<file path="src/charger_defs.svh">
// command codes, status bit positions, mode bits and power-on values
`ifndef CHARGER_DEFS_SVH
`define CHARGER_DEFS_SVH

`define CMD_MODE_WORD        8'h12
`define CMD_STATE_WORD       8'h13
`define CMD_CURRENT_WORD     8'h14
`define CMD_VOLTAGE_WORD     8'h15
`define CMD_ALARM_WORD       8'h16

`define MODE_OFF_BIT         0
`define MODE_DEFAULTS_BIT    2
`define MODE_HOT_EN_BIT      10

`define ALARM_SET_MASK       16'hD000

`define ST_OFF               0
`define ST_MASTER            1
`define ST_V_UNREG           2
`define ST_I_UNREG           3
`define ST_TIER2             4
`define ST_TIER3             5
`define ST_I_OVER            6
`define ST_V_OVER            7
`define ST_T_OVER            8
`define ST_T_COLD            9
`define ST_PACK_HOT          10
`define ST_T_UNDER           11
`define ST_ALARM             12
`define ST_HEADROOM          13
`define ST_PACK_IN           14
`define ST_SUPPLY_OK         15

`define RST_CURRENT_WORD     16'h0007
`define RST_VOLTAGE_WORD     16'hFFFF
`define RST_OFF_FLAG         1'b0
`define RST_HOT_EN           1'b1
`define VOLT_LOW_LIMIT       16'h000F
`define CUR_STEP_SHIFT       7
`define CUR_TRICKLE_LIMIT    16'h007F
`define DAC_MAX_GND          5'h07
`define DAC_MAX_OPEN         5'h17
`define DAC_MAX_HIGH         5'h1F

`endif

</file>
<file path="src/charger_pkg.sv">
// types shared by the charger control logic
package charger_pkg;
    typedef enum logic [1:0] {
        RSEL_GND,
        RSEL_OPEN,
        RSEL_HIGH
    } range_sel_t;
endpackage

</file>
<file path="src/sync_bus_if.sv">
// carrier between the comparator synchroniser and the control logic
`timescale 1ns/1ps
`default_nettype none
interface sync_bus_if #(parameter int W = 1);
    logic [W-1:0] raw;
    logic [W-1:0] synced;
    modport ctrl (output raw, input synced);
    modport sync (input raw, output synced);
endinterface
`default_nettype wire

</file>
<file path="src/input_sync.sv">
// two-stage synchroniser bank for asynchronous comparator levels
`timescale 1ns/1ps
`default_nettype none
module input_sync #(
    parameter int W = 1
) (
    input  wire logic clk_sys,  // system clock
    input  wire logic arst_n,   // async reset, active low
    sync_bus_if.sync  bus       // raw levels in, synced levels out
);
    logic [W-1:0] stage1_r;
    logic [W-1:0] stage2_r;
    logic [W-1:0] stage1_nxt;
    logic [W-1:0] stage2_nxt;

    if (W < 1) begin : g_chk
        $error("input_sync width must be at least one");
    end

    // first stage feeds only the second stage
    always_comb begin
        stage1_nxt = bus.raw;
        stage2_nxt = stage1_r;
    end

    always_ff @(posedge clk_sys or negedge arst_n) begin
        if (!arst_n) begin
            stage1_r <= '0;
            stage2_r <= '0;
        end else begin
            stage1_r <= stage1_nxt;
            stage2_r <= stage2_nxt;
        end
    end

    assign bus.synced = stage2_r;
endmodule
`default_nettype wire

</file>
<file path="src/charger_control_status_logic.sv">
// command decode, current DAC mapping, latched flags and state word of the charger
`timescale 1ns/1ps
`default_nettype none
`include "charger_defs.svh"

module charger_control_status_logic
    import charger_pkg::*;
#(
    parameter logic [15:0] VOLT_MAX_WORD = 16'h47F0  // highest voltage word deliverable
) (
    input  wire logic        clk_sys,            // system clock, 250 MHz
    input  wire logic        arst_n,             // async reset, active low
    input  wire logic        cmd_wr,             // one-cycle write strobe
    input  wire logic [7:0]  cmd_code,           // command code of the write
    input  wire logic [15:0] cmd_data,           // data word of the write
    input  wire logic        voltage_loop_low,   // async comparator
    input  wire logic        voltage_unregulated,// async comparator
    input  wire logic        current_unregulated,// async comparator
    input  wire logic        therm_over,         // async comparator, sense above 91%
    input  wire logic        therm_cold,         // async comparator, sense above 75%
    input  wire logic        therm_hot,          // async comparator, sense below 23%
    input  wire logic        therm_under,        // async comparator, sense below 5%
    input  wire logic        headroom_low,       // async comparator
    input  wire logic        input_supply_ok,    // async comparator
    input  wire logic [1:0]  range_sel,          // strap: 0 ground, 1 open, 2/3 high
    output logic             trickle_output,     // trickle source enable
    output logic             regulator_on,       // low: high gate to switch node, low gate grounded
    output logic [4:0]       current_dac_code,   // regulator current code
    output logic [15:0]      charger_state_word  // state word for reads
);
    localparam int NSYNC = 11;

    if (VOLT_MAX_WORD <= `VOLT_LOW_LIMIT) begin : g_chk
        $error("voltage limit must lie above the lowest range");
    end

    ////////////////////////////////////////////////////////////////////////////
    // synchronised comparators
    sync_bus_if #(.W(NSYNC)) sbus ();

    assign sbus.raw = {range_sel, input_supply_ok, headroom_low, therm_under, therm_hot,
                       therm_cold, therm_over, current_unregulated, voltage_unregulated,
                       voltage_loop_low};

    input_sync #(.W(NSYNC)) u_sync (
        .clk_sys (clk_sys),
        .arst_n  (arst_n),
        .bus     (sbus)
    );

    logic       vll_s;
    logic       vun_s;
    logic       cun_s;
    logic       tover_s;
    logic       tcold_s;
    logic       thot_s;
    logic       tunder_s;
    logic       head_s;
    logic       supply_s;
    logic [1:0] rsel_raw_s;
    range_sel_t rsel;

    assign {rsel_raw_s, supply_s, head_s, tunder_s, thot_s, tcold_s, tover_s,
            cun_s, vun_s, vll_s} = sbus.synced;
    assign rsel = (rsel_raw_s == 2'h0) ? RSEL_GND :
                  (rsel_raw_s == 2'h1) ? RSEL_OPEN : RSEL_HIGH;

    ////////////////////////////////////////////////////////////////////////////
    // setpoints, mode and latches
    logic [15:0] volt_r, volt_nxt;
    logic [15:0] cur_r, cur_nxt;
    logic        off_r, off_nxt;
    logic        hot_en_r, hot_en_nxt;
    logic        hot_r, hot_nxt;
    logic        alarm_r, alarm_nxt;

    logic pack_in;
    logic wr_mode;
    logic wr_cur;
    logic wr_volt;
    logic wr_alarm;
    logic defaults;

    assign pack_in  = ~tover_s;
    assign wr_mode  = cmd_wr && (cmd_code == `CMD_MODE_WORD);
    assign wr_cur   = cmd_wr && (cmd_code == `CMD_CURRENT_WORD);
    assign wr_volt  = cmd_wr && (cmd_code == `CMD_VOLTAGE_WORD);
    assign wr_alarm = cmd_wr && (cmd_code == `CMD_ALARM_WORD);
    assign defaults = wr_mode && cmd_data[`MODE_DEFAULTS_BIT];

    always_comb begin
        volt_nxt   = volt_r;
        cur_nxt    = cur_r;
        off_nxt    = off_r;
        hot_en_nxt = hot_en_r;
        hot_nxt    = hot_r;
        alarm_nxt  = alarm_r;
        if (wr_mode) begin
            off_nxt    = cmd_data[`MODE_OFF_BIT];
            hot_en_nxt = cmd_data[`MODE_HOT_EN_BIT];
        end
        if (wr_volt) begin
            volt_nxt = cmd_data;
        end
        if (wr_cur) begin
            cur_nxt = cmd_data;
        end
        if (defaults) begin
            volt_nxt = `RST_VOLTAGE_WORD;
            cur_nxt  = `RST_CURRENT_WORD;
        end
        // removal wins over a current write so insertion restarts at trickle
        if (!pack_in) begin
            cur_nxt = `RST_CURRENT_WORD;
        end
        if (!pack_in || defaults) begin
            hot_nxt = 1'b0;
        end
        if (!pack_in || defaults || wr_volt || wr_cur) begin
            alarm_nxt = 1'b0;
        end
        // a set arriving with a clear is not lost
        if (thot_s) begin
            hot_nxt = 1'b1;
        end
        if (wr_alarm && |(cmd_data & `ALARM_SET_MASK)) begin
            alarm_nxt = 1'b1;
        end
    end

    always_ff @(posedge clk_sys or negedge arst_n) begin
        if (!arst_n) begin
            volt_r   <= `RST_VOLTAGE_WORD;
            cur_r    <= `RST_CURRENT_WORD;
            off_r    <= `RST_OFF_FLAG;
            hot_en_r <= `RST_HOT_EN;
            hot_r    <= 1'b0;
            alarm_r  <= 1'b0;
        end else begin
            volt_r   <= volt_nxt;
            cur_r    <= cur_nxt;
            off_r    <= off_nxt;
            hot_en_r <= hot_en_nxt;
            hot_r    <= hot_nxt;
            alarm_r  <= alarm_nxt;
        end
    end

    ////////////////////////////////////////////////////////////////////////////
    // current mapping and source enables
    logic       hot_shutdown_enable;
    logic       blocked;
    logic       volt_low;
    logic [8:0] steps;
    logic [4:0] dac_max;
    logic       cur_over;
    logic [4:0] dac_clamped;

    assign hot_shutdown_enable = hot_r && hot_en_r && !tunder_s;
    assign blocked  = off_r || hot_shutdown_enable || alarm_r;
    assign volt_low = (volt_r <= `VOLT_LOW_LIMIT);
    assign steps    = cur_r[15:`CUR_STEP_SHIFT];

    always_comb begin
        unique case (rsel)
            RSEL_GND:  dac_max = `DAC_MAX_GND;
            RSEL_OPEN: dac_max = `DAC_MAX_OPEN;
            RSEL_HIGH: dac_max = `DAC_MAX_HIGH;
        endcase
    end

    assign cur_over    = !volt_low && (steps > {4'h0, dac_max});
    assign dac_clamped = cur_over ? dac_max : steps[4:0];

    logic       trickle_r, trickle_nxt;
    logic       reg_on_r, reg_on_nxt;
    logic [4:0] dac_r, dac_nxt;
    logic [15:0] state_r, state_nxt;

    always_comb begin
        trickle_nxt = 1'b0;
        reg_on_nxt  = 1'b0;
        dac_nxt     = 5'h00;
        // stopped or lowest voltage: both sources off
        if (!blocked && !volt_low) begin
            if (cur_r <= `CUR_TRICKLE_LIMIT) begin
                // regulator stays off below first step
                trickle_nxt = (cur_r != 16'h0000) && !(vll_s && !vun_s);
            end else begin
                dac_nxt    = dac_clamped;
                reg_on_nxt = 1'b1;
            end
        end
    end

    ////////////////////////////////////////////////////////////////////////////
    // state word
    always_comb begin
        state_nxt                = 16'h0000;
        state_nxt[`ST_OFF]       = off_r;
        state_nxt[`ST_MASTER]    = 1'b0;
        state_nxt[`ST_V_UNREG]   = vun_s;
        state_nxt[`ST_I_UNREG]   = cun_s;
        state_nxt[`ST_TIER2]     = 1'b1;
        state_nxt[`ST_TIER3]     = 1'b0;
        state_nxt[`ST_I_OVER]    = cur_over;
        state_nxt[`ST_V_OVER]    = (volt_r > VOLT_MAX_WORD);
        state_nxt[`ST_T_OVER]    = tover_s;
        state_nxt[`ST_T_COLD]    = tcold_s;
        state_nxt[`ST_PACK_HOT]  = hot_r;
        state_nxt[`ST_T_UNDER]   = tunder_s;
        state_nxt[`ST_ALARM]     = alarm_r;
        state_nxt[`ST_HEADROOM]  = head_s;
        state_nxt[`ST_PACK_IN]   = pack_in;
        state_nxt[`ST_SUPPLY_OK] = supply_s;
    end

    always_ff @(posedge clk_sys or negedge arst_n) begin
        if (!arst_n) begin
            trickle_r <= 1'b0;
            reg_on_r  <= 1'b0;
            dac_r     <= 5'h00;
            state_r   <= 16'h0000;
        end else begin
            trickle_r <= trickle_nxt;
            reg_on_r  <= reg_on_nxt;
            dac_r     <= dac_nxt;
            state_r   <= state_nxt;
        end
    end

    // low byte is shifted out first by the serial front end
    assign trickle_output     = trickle_r;
    assign regulator_on       = reg_on_r;
    assign current_dac_code   = dac_r;
    assign charger_state_word = state_r;
endmodule
`default_nettype wire

</file>
<file path="config.mk">
export PLATFORM = sky130hd
export DESIGN_NAME = charger_control_status_logic
export DESIGN_NICKNAME = d
export VERILOG_FILES = /design/src/charger_pkg.sv /design/src/sync_bus_if.sv /design/src/input_sync.sv /design/src/charger_control_status_logic.sv
export VERILOG_INCLUDE_DIRS = /design/src
export SDC_FILE = /design/constraint.sdc
export NUM_CORES = 1
export LEC_CHECK = 0
export BUFFER_PORTS_ARGS = -buffer_cell sky130_fd_sc_hd__buf_4
export CORE_MARGIN = 10
export CORE_UTILIZATION = 35
export DETAILED_ROUTE_END_ITERATION = 12
export PLACE_DENSITY = 0.66
export SLEW_MARGIN = 30
export SYNTH_ARGS = -nofsm -noshare
export SYNTH_HDL_FRONTEND = slang
export SYNTH_SLANG_ARGS = --single-unit
</file>
<file path="constraint.sdc">
create_clock -name clk_sys -period 2 [get_ports clk_sys]
set_input_delay 0.4 -clock clk_sys [delete_from_list [all_inputs] [get_ports clk_sys]]
set_output_delay 0.4 -clock clk_sys [all_outputs]
set_load 0.02 [all_outputs]
</file>
==> run_results.csv, run 1 <==
group,metric,value,unit
run_status,status,"complete, but fails checks",
run_status,violations,"hold timing",
sta,hold_viol_final,2,
clocking,clk_latency,340,ps
placement,post-place-ws,102.3,ps
floorplanning,start_util,35.87,%
sta,maxSlewViolCount,0,
layout,layout-drive-gt1-share,35.48,%
clocking,path_clk_slew,70,ps
floorplanning,rows,33,
sta,layout_min_cycle_time,1749,ps
setup_path,path_cells,"inv_1 -> ha_1 -> and3_1 -> a31o_2 -> a2111o_1 -> o211a_1",
logic_synthesis,yosysSeqAreaShare,68.26,%
placement,gp_congestion,0.7932,
setup_path,crit_fanout,4,
drt,via_count,1940,
floorplanning,die_h,111.5,um
sta,clock_skew,7.709,ps
drt,route.detailed.drc,0,
global_route,grt_pass1_wl,10550,um
setup_path,crit_type,"register to register",
global_route,grt_start_max_net_pins,34,
placement,dpl_cell_area,3548,um^2
setup_path,cp.required,2220,ps
layout,stdcell_count,415,
global_route,grt_pass1_vias,2134,
setup_path,crit_buf_inv,1,
sta,post-route-period-util,87.46,%
setup_path,reg2reg_depth,6,
placement,portBuffers,58,
setup_path,critPathLaunchType,"register",
drt,drt-total-wl,6262,um
logic_synthesis,avgSynthCellArea,12.59,um^2
sta,fin_ws,250.8,ps
floorplanning,io_pins,61,
sta,fmax,571.7,MHz
power_and_ir_drop,power_density,831.9,nW/um^2
setup_path,end_kind,"register",
logic_synthesis,ys_ff_latch,79,
power_and_ir_drop,p_leak,1.741,nW
worst_hold_path,hold_class,"input port to async pin",
setup_path,slowest_delay,400,ps
clocking,cts_tree,"done",
clocking,clock_sinks,79,
logic_synthesis,syn_area,2933,um^2
sta,fin_tns_setup,0,ps
setup_path,rr_endpoint,"current_dac_code[4]",
sta,worstMarginPinSlew,487.4,ps
logic_synthesis,ys_types,43,
clocking,hold_buffers,0,
sta,worst_hold_slack,-5.238,ps
layout,syn2layout_area_growth,27.65,%
setup_path,r2r_start,"u_sync.bus.synced[10]",
sta,final-setup-viol-count,0,
clocking,ctsResizeCount,0,
logic_synthesis,syn-instance-count,233,
drt,ant_nets,0,
layout,final_common_cell,"buf_4",
floorplanning,die_width,111.5,um
layout,fin_util,45.79,%
global_route,gr-usage-all-layers,10.38,%
setup_path,critPathTopFamily,"compound AO/OA/AOI/OAI gates",
layout,fin_nets,345,
setup_path,critPathSlowestCell,"a2111o_1",
clocking,clock_path_buffers,2,
drt,drt_iter0_drc,93,
sta,grt_setup_unrepaired,"no",
clocking,cts_buffers,9,
placement,dp_hpwl,4741,um
floorplanning,core,8175,um^2
setup_path,arrival,1970,ps
layout,diodes,0,
clocking,cts_setup_buffers,0,
drt,viasPerCell,4.675,
setup_path,r2r_slack,250,ps
clocking,htree_levels,3,
global_route,antenna_found_initial,0,
drt,wire_per_inst,15.09,um
global_route,grt_overflow,0,
power_and_ir_drop,peakVddDrop,451.1,uV
floorplanning,die_area,12440,um^2
job,maxCapViolCount,0,
layout,final_area,3744,um^2
logic_synthesis,ys_warn_count,0,
drt,firstDrtPassIters,4,
placement,dpl.cell_count,399,
layout,layout_common_cells,"buf_4, dfrtp_1, nand2_1",
clocking,clockRootBuffer,"clkbuf_8",
sta,slew_headroom,67.06,%
-- layer usage --
metal	track usage, %	share of wire (%)	wire [um]
met1	12.20	44	2767
met4	3.856	1.3	83
met2	16.96	49	3064
met5	0	0	0
met3	3.811	5.5	347
-- power by group --
part	switching [W]	total, W	leakage (nW)	internal (W)
sequential	0.0000354	0.00173	0.951	0.00169
combinational	0.000150	0.000270	0.691	0.000120
clock	0.000530	0.00112	0.0987	0.000586
-- Yosys cell counts --
library cell,n,area (um^2)
nand3_1,18,90.09
o31ai_1,1,7.510
o21ai_0,2,10.01
dfstp_2,20,525.5
a31o_2,1,8.760
a22o_1,1,8.760
a21o_1,2,15.01
nor3_1,4,20.02
a21boi_0,1,7.510
nand4b_1,1,8.760
mux2_2,2,22.52
nor3_2,1,10.01
nand4_2,1,12.51
a31oi_1,1,6.260
a2111o_1,1,11.26
buf_2,2,10.01
nor2b_1,2,12.51
inv_1,4,15.01
nand4_1,2,12.51
nor4_1,6,37.54
o21a_1,3,22.52
dfrtp_1,59,1476
nor3_4,1,16.27
buf_8,1,15.01
nor4b_2,1,15.01
nand2_1,38,142.6
or4b_4,1,13.76
conb_1,2,7.510
and2_1,1,6.260
ha_1,2,25.02
nor3b_1,1,7.510
o211a_1,1,10.01
and3_1,3,18.77
mux2i_1,15,150.1
a22oi_1,1,7.510
a41oi_1,1,8.760
a21oi_1,4,20.02
nor4bb_1,1,10.01
buf_4,2,15.01
o22ai_1,1,6.260
or4bb_1,1,11.26
nor2_1,18,67.56
clkbuf_1,2,7.510
-- per-stage QoR --
stage          hold WS (ps)  total power, W
2_1_floorplan         104.4        0.001860
3_3_place_gp          332.7        0.002028
3_5_place_dp          334.7        0.002034
4_1_cts               6.232        0.003161
5_1_grt               13.30        0.003279
6_report             -5.238        0.003114
-- how the worst max path moves through the flow --
stage               cells after the start  slack [ps]                   to                  start
CTS                                     6         240  current_dac_code[4]  u_sync.bus.synced[10]
floorplan                               5         140            cur_r[10]            cmd_code[3]
finish                                  6         250  current_dac_code[4]  u_sync.bus.synced[10]
global route                            6         160  current_dac_code[4]  u_sync.bus.synced[10]
detailed placement                      6         100            cur_r[14]            cmd_code[3]
global placement                        6         140            cur_r[12]            cmd_code[3]
-- worst reg2reg max path: stages (launching register included) --
cell	delay [ps]
dfrtp_1	370
inv_1	70
ha_1	280
and3_1	140
a31o_2	270
a2111o_1	400
o211a_1	110
-- cells by family (layout without fill, tap and decap cells) --
| kind of cell | after synthesis | after routing | synth area share [%] |
|---|---|---|---|
| flops | 79 | 79 | 68.26 |
| buf+inv | 11 | 87 | 2.133 |
| mux | 17 | 17 | 5.887 |
| fa+ha+maj | 2 | 2 | 0.8531 |
| simple gates | 101 | 101 | 17.49 |
| other cells | 2 | 3 | 0.2561 |
| compound gates | 21 | 21 | 5.120 |
-- state kept, by name (all words and copies together) (netlist names), 5 cells and up --
name	count
charger_state_word	14
cur_r	16
current_dac_code	5
u_sync.bus.synced	11
u_sync.stage1_r	11
volt_r	16
-- final cells by class --
class,instances,area [um^2]
fillers,773,4432
flip-flops and latches,79,2002
multi-input cells,144,872.1
repair buffers,67,528.0
clock buffers,14,182.7
well taps,105,131.4
inverters,4,15.01
clock inverters,2,12.51
No activity file was read; power rests on OpenSTA's default activity.
==> run 2: changes to the inputs <==
- BUFFER_PORTS_ARGS: -buffer_cell sky130_fd_sc_hd__buf_4 -> -buffer_cell sky130_fd_sc_hd__buf_2
- CORE_MARGIN: 10 -> 1
==> run 2 against run 1 <==
The flow now finishes without violations. First-iteration DRC count is 35% higher. Sequential share of layout area is 1.7 points higher. Sequential power hardly changed. Total power is 5.0% higher. Clock power is 16% higher. Die area is 30% lower. Worst hold slack better by 32 ps. Critical path depth stayed put. Via count is 2.1% higher. Critical path type unchanged.
==> run_results.csv, run 2 (synthesized netlist as in run 1, its figures left out) <==
group,metric,value,unit
floorplanning,die_h,93.54,um
sta,slew_headroom,64.99,%
clocking,htree_levels,3,
sta,post-route-period-util,87.70,%
clocking,cts_buffers,9,
placement,dpl_cell_area,3406,um^2
placement,dpl.cell_count,399,
drt,viasPerCell,4.771,
setup_path,critPathLaunchType,"register",
sta,worstMarginPinSlew,525.2,ps
drt,wl_met2,2761,um
clocking,clk_latency,340,ps
drt,route.detailed.drc,0,
sta,maxSlewViolCount,0,
drt,dr.max_layer_used,"met4",
placement,portBuffers,58,
drt,met1_length,2583,um
power_and_ir_drop,swShare,22.97,%
drt,drt_iter0_drc,126,
floorplanning,die_area,8750,um^2
drt,via_count,1980,
placement,post-place-ws,112.8,ps
power_and_ir_drop,internal_power,0.002518,W
drt,ant_nets,0,
layout,final_area,3630,um^2
layout,fin_nets,345,
setup_path,slowest_delay,400,ps
clocking,clockRootBuffer,"clkbuf_8",
power_and_ir_drop,combPwrFrac,7.3,%
layout,diodes,0,
layout,final_common_cell,"dfrtp_1",
drt,drt-total-wl,5853,um
layout,stdcell_count,415,
drt,firstDrtPassIters,4,
floorplanning,core,8175,um^2
worst_hold_path,hold_class,"input port to async pin",
clocking,cts_setup_buffers,0,
clocking,hold_buffers,0,
sta,fin_ws,246.0,ps
sta,grt_setup_unrepaired,"no",
clocking,clock_sinks,79,
drt,wire_per_inst,14.10,um
sta,layout_min_cycle_time,1754,ps
placement,gp_congestion,0.7317,
setup_path,end_kind,"register",
floorplanning,start_util,35.87,%
job,maxCapViolCount,0,
floorplanning,die_width,93.54,um
setup_path,crit_type,"register to register",
sta,fin_tns_setup,0,ps
setup_path,cp.required,2240,ps
floorplanning,io_pins,61,
layout,syn2layout_area_growth,23.76,%
global_route,grt_pass1_vias,1990,
setup_path,path_cells,"inv_1 -> ha_1 -> and3_1 -> a31o_2 -> a2111o_1 -> o211a_1",
global_route,grt_overflow,0,
power_and_ir_drop,peakVddDrop,423.8,uV
power_and_ir_drop,seqPwrFrac,52.8,%
setup_path,arrival,1990,ps
sta,worst_hold_slack,26.36,ps
sta,fmax,570.1,MHz
power_and_ir_drop,p_leak,1.704,nW
run_status,status,"finished, final reports clean",
sta,hold_viol_final,0,
setup_path,critPathSlowestCell,"a2111o_1",
global_route,antenna_found_initial,0,
floorplanning,rows,33,
drt,dr_wl_met3,382,um
clocking,path_clk_slew,80,ps
power_and_ir_drop,pwr-share-clk,39.9,%
sta,clock_skew,7.273,ps
clocking,ctsResizeCount,0,
clocking,clock_path_buffers,2,
placement,dp_hpwl,4178,um
layout,layout_common_cells,"dfrtp_1, buf_2, nand2_1",
power_and_ir_drop,power_density,900.6,nW/um^2
power_and_ir_drop,p_sw,0.0007508,W
global_route,gr-usage-all-layers,14.76,%
layout,layout-drive-gt1-share,35.48,%
setup_path,crit_fanout,4,
global_route,grt_pass1_wl,9563,um
sta,final-setup-viol-count,0,
global_route,grt_start_max_net_pins,40,
clocking,cts_tree,"done",
## run 2: cell types whose count changed in the layout (fill, tap and decap cells not counted), sizes merged
cell,delta
clkbuf,-3
clkinv,-1
clkinvlp,+2
bufinv,+2
## run 2: layout make-up
| type | count | area, um^2 |
|---|---|---|
| repair buffers | 67 | 385.4 |
| flip-flops and latches | 79 | 2002 |
| clock buffers | 11 | 141.4 |
| well taps | 105 | 131.4 |
| inverters | 4 | 15.01 |
| multi-input cells | 144 | 872.1 |
| fillers | 782 | 4546 |
| clock inverters | 5 | 82.58 |
## run 2: power by group through the flow
| stage | clock [W] | sequential [W] | combinational (W) |
|---|---|---|---|
| after floorplan | 0 | 0.00178 | 0.0000846 |
| after global placement | 0 | 0.00175 | 0.000238 |
| after detailed placement | 0 | 0.00176 | 0.000243 |
| after CTS | 0.00134 | 0.00173 | 0.000245 |
| after global routing | 0.00141 | 0.00174 | 0.000265 |
| final | 0.00130 | 0.00173 | 0.000239 |
## run 2: path summary, 6_finish.rpt
| check | cells past startpoint | startpoint | to | slack, ps |
|---|---|---|---|---|
| setup / recovery | 6 | u_sync.bus.synced[10] | current_dac_code[4] | 250 |
| hold / removal | 1 | arst_n | u_sync.stage1_r[3] | 30 |
| setup reg to reg | 6 | u_sync.bus.synced[10] | current_dac_code[4] | 250 |
| hold reg to reg | 0 | u_sync.stage1_r[3] | u_sync.bus.synced[3] | 350 |
| max in group asynchronous | 2 | arst_n | volt_r[6] | 1300 |
| min in group clk_sys | 1 | current_unregulated | u_sync.stage1_r[2] | 160 |
## run 2: critical path: cells and delay by family (launching register included)
kind	cells	cell delay, ps
buffers and inverters	1	70
AOI/OAI and AO/OA	3	780
adders and majority gates	1	280
and+or+nand+nor	1	150
DFF	1	370
## run 2: per-stage QoR
step	total power (W)	util, %
2_1_floorplan	0.001860	-
3_3_place_gp	0.001993	41.66
3_5_place_dp	0.002000	41.66
4_1_cts	0.003315	44.40
5_1_grt	0.003412	44.40
6_report	0.003269	44.40
## run 2: layer usage
| layer | GRT usage [%] | vias to the layer above |
|---|---|---|
| li1 | - | 948 |
| met1 | 18.62 | 973 |
| met2 | 22.86 | 47 |
| met3 | 4.634 | 12 |
| met4 | 7.436 | 0 |
| met5 | 0 | - |
==> run 3: changes to the inputs <==
- SYNTH_HIERARCHICAL: not set -> 1
==> run 3 against run 2 <==
Synthesized cell count unchanged. Routed wire length down 3.4%. Critical path type unchanged. Non-clock buffer count unchanged. Die area unchanged.
==> run_results.csv, run 3 <==
group,metric,value,unit
logic_synthesis,yosysSeqAreaShare,68.26,%
clocking,ctsResizeCount,0,
layout,layout-drive-gt1-share,35.81,%
power_and_ir_drop,peakVddDrop,543.1,uV
drt,ant_nets,0,
setup_path,crit_fanout,4,
floorplanning,start_util,35.87,%
layout,fin_nets,345,
layout,nFillCells,798,
sta,layout_min_cycle_time,1764,ps
drt,drt-total-wl,5656,um
power_and_ir_drop,p_leak,1.695,nW
logic_synthesis,avgSynthCellArea,12.59,um^2
setup_path,crit_type,"register to register",
setup_path,r2r_slack,240,ps
clocking,cts_setup_buffers,0,
sta,fmax,566.9,MHz
clocking,clk_latency,350,ps
drt,viasPerCell,4.771,
setup_path,cp.required,2230,ps
sta,post-route-period-util,88.21,%
floorplanning,die_area,8750,um^2
floorplanning,io_pins,61,
global_route,grt_overflow,0,
sta,grt_setup_unrepaired,"no",
global_route,grt_pass1_vias,1909,
logic_synthesis,yosysTopAreaCell,"dfrtp_1",
logic_synthesis,synthTopCellsByArea,"dfrtp_1, dfstp_2, mux2i_1",
run_status,status,"finished, final reports clean",
setup_path,reg2reg_depth,6,
placement,gp_congestion,0.7687,
clocking,cts_tree,"done",
worst_hold_path,hold_class,"input port to async pin",
floorplanning,core,8175,um^2
drt,route.detailed.drc,0,
sta,hold_viol_final,0,
placement,portBuffers,58,
sta,worstMarginPinSlew,526.7,ps
drt,firstDrtPassIters,4,
placement,post-place-ws,89.86,ps
clocking,clock_path_buffers,2,
layout,layout_common_cells,"dfrtp_1, buf_2, nand2_1",
sta,clock_skew,8.688,ps
global_route,gr-usage-all-layers,14.17,%
sta,fin_ws,235.9,ps
layout,final_common_cell,"dfrtp_1",
logic_synthesis,synth_edf_count,0,
drt,wire_per_inst,13.63,um
layout,syn2layout_area_growth,23.04,%
placement,dp_hpwl,4051,um
logic_synthesis,synth_top_area_share,50.34,%
logic_synthesis,syn_area,2933,um^2
sta,maxSlewViolCount,0,
clocking,cts_buffers,9,
global_route,antenna_found_initial,0,
setup_path,end_kind,"register",
power_and_ir_drop,power,0.003153,W
clocking,clockRootBuffer,"clkbuf_8",
logic_synthesis,synthFlopType,"dfrtp_1",
clocking,htree_levels,3,
sta,slew_headroom,64.41,%
sta,fin_tns_setup,0,ps
logic_synthesis,ys_ff_latch,79,
logic_synthesis,syn-instance-count,233,
logic_synthesis,yosys-top-cells-count,"dfrtp_1, nand2_1, dfstp_2",
setup_path,rr_endpoint,"current_dac_code[4]",
setup_path,arrival,2000,ps
sta,final-setup-viol-count,0,
floorplanning,die_width,93.54,um
layout,diodes,0,
drt,drt_iter0_drc,130,
clocking,path_clk_slew,80,ps
logic_synthesis,async_flop_share,100.0,%
floorplanning,rows,33,
setup_path,r2r_start,"u_sync/bus.synced[10]",
layout,regArea,2002,um^2
logic_synthesis,ys_types,43,
logic_synthesis,ys_warn_count,6,
drt,via_count,1980,
global_route,grt_start_max_net_pins,38,
setup_path,critPathLaunchType,"register",
floorplanning,die_h,93.54,um
logic_synthesis,yosysMostFrequentCell,"dfrtp_1",
job,maxCapViolCount,0,
clocking,hold_buffers,0,
power_and_ir_drop,power_density,873.8,nW/um^2
layout,multi_input_area,872.1,um^2
global_route,grt_pass1_wl,9301,um
clocking,clock_sinks,79,
## run 3: logic make-up after synthesis
logic type / share of synthesized area (%)
compound gates: 5.120
fa+ha+maj: 0.8531
buf+inv: 2.133
flops: 68.26
mux: 5.887
other cells: 0.2561
simple gates: 17.49
## run 3: per-layer routing
metal | vias up | routed length (um) | global-route usage [%]
met5 | - | 0 | 0
met4 | 0 | 55 | 3.846
met3 | 6 | 279 | 5.122
met2 | 44 | 2753 | 22.49
met1 | 975 | 2568 | 18.31
li1 | 955 | - | -
## run 3: through the flow
stage / utilization, % / hold slack, ps / cell area [um^2] / std cells
5_1_grt: 44.14 / 29.66 / 3608 / 415
2_1_floorplan: - / 104.4 / 2937 / 234
3_3_place_gp: 41.66 / 331.5 / 3406 / 399
3_5_place_dp: 41.66 / 334.7 / 3406 / 399
4_1_cts: 44.14 / 12.40 / 3608 / 415
6_report: 44.14 / 6.317 / 3608 / 415
## run 3: worst max-delay path by stage
stage,from,to,cells past startpoint
floorplan,cmd_code[3],cur_r[10],5
global placement,cmd_code[3],cur_r[11],6
detailed placement,cmd_code[1],cur_r[4],6
CTS,u_sync/bus.synced[10],current_dac_code[4],6
global route,u_sync/bus.synced[10],current_dac_code[4],6
finish,u_sync/bus.synced[10],current_dac_code[4],6
## run 3: power breakdown
group	leakage [nW]	switching, W	total (W)	internal, W
logic	0.651	0.000148	0.000236	0.0000885
clock network	0.0929	0.000601	0.00119	0.000589
registers	0.951	0.0000350	0.00173	0.00169
## run 3: layout make-up
type / count / share of cell area, %
timing repair buffer: 67 / 10.68
multi-input combinational: 144 / 24.17
tap: 105 / 3.641
clock buffer: 9 / 3.433
inverter: 4 / 0.4161
clock inverter: 7 / 2.184
sequential: 79 / 55.48
## run 3: worst max-delay path, cell delays in order, from the launching register on
cell and delay (ps):
dfrtp_1 380, inv_1 70, ha_1 290, and3_1 140, a31o_2 260, a2111o_1 410, o211a_1 110
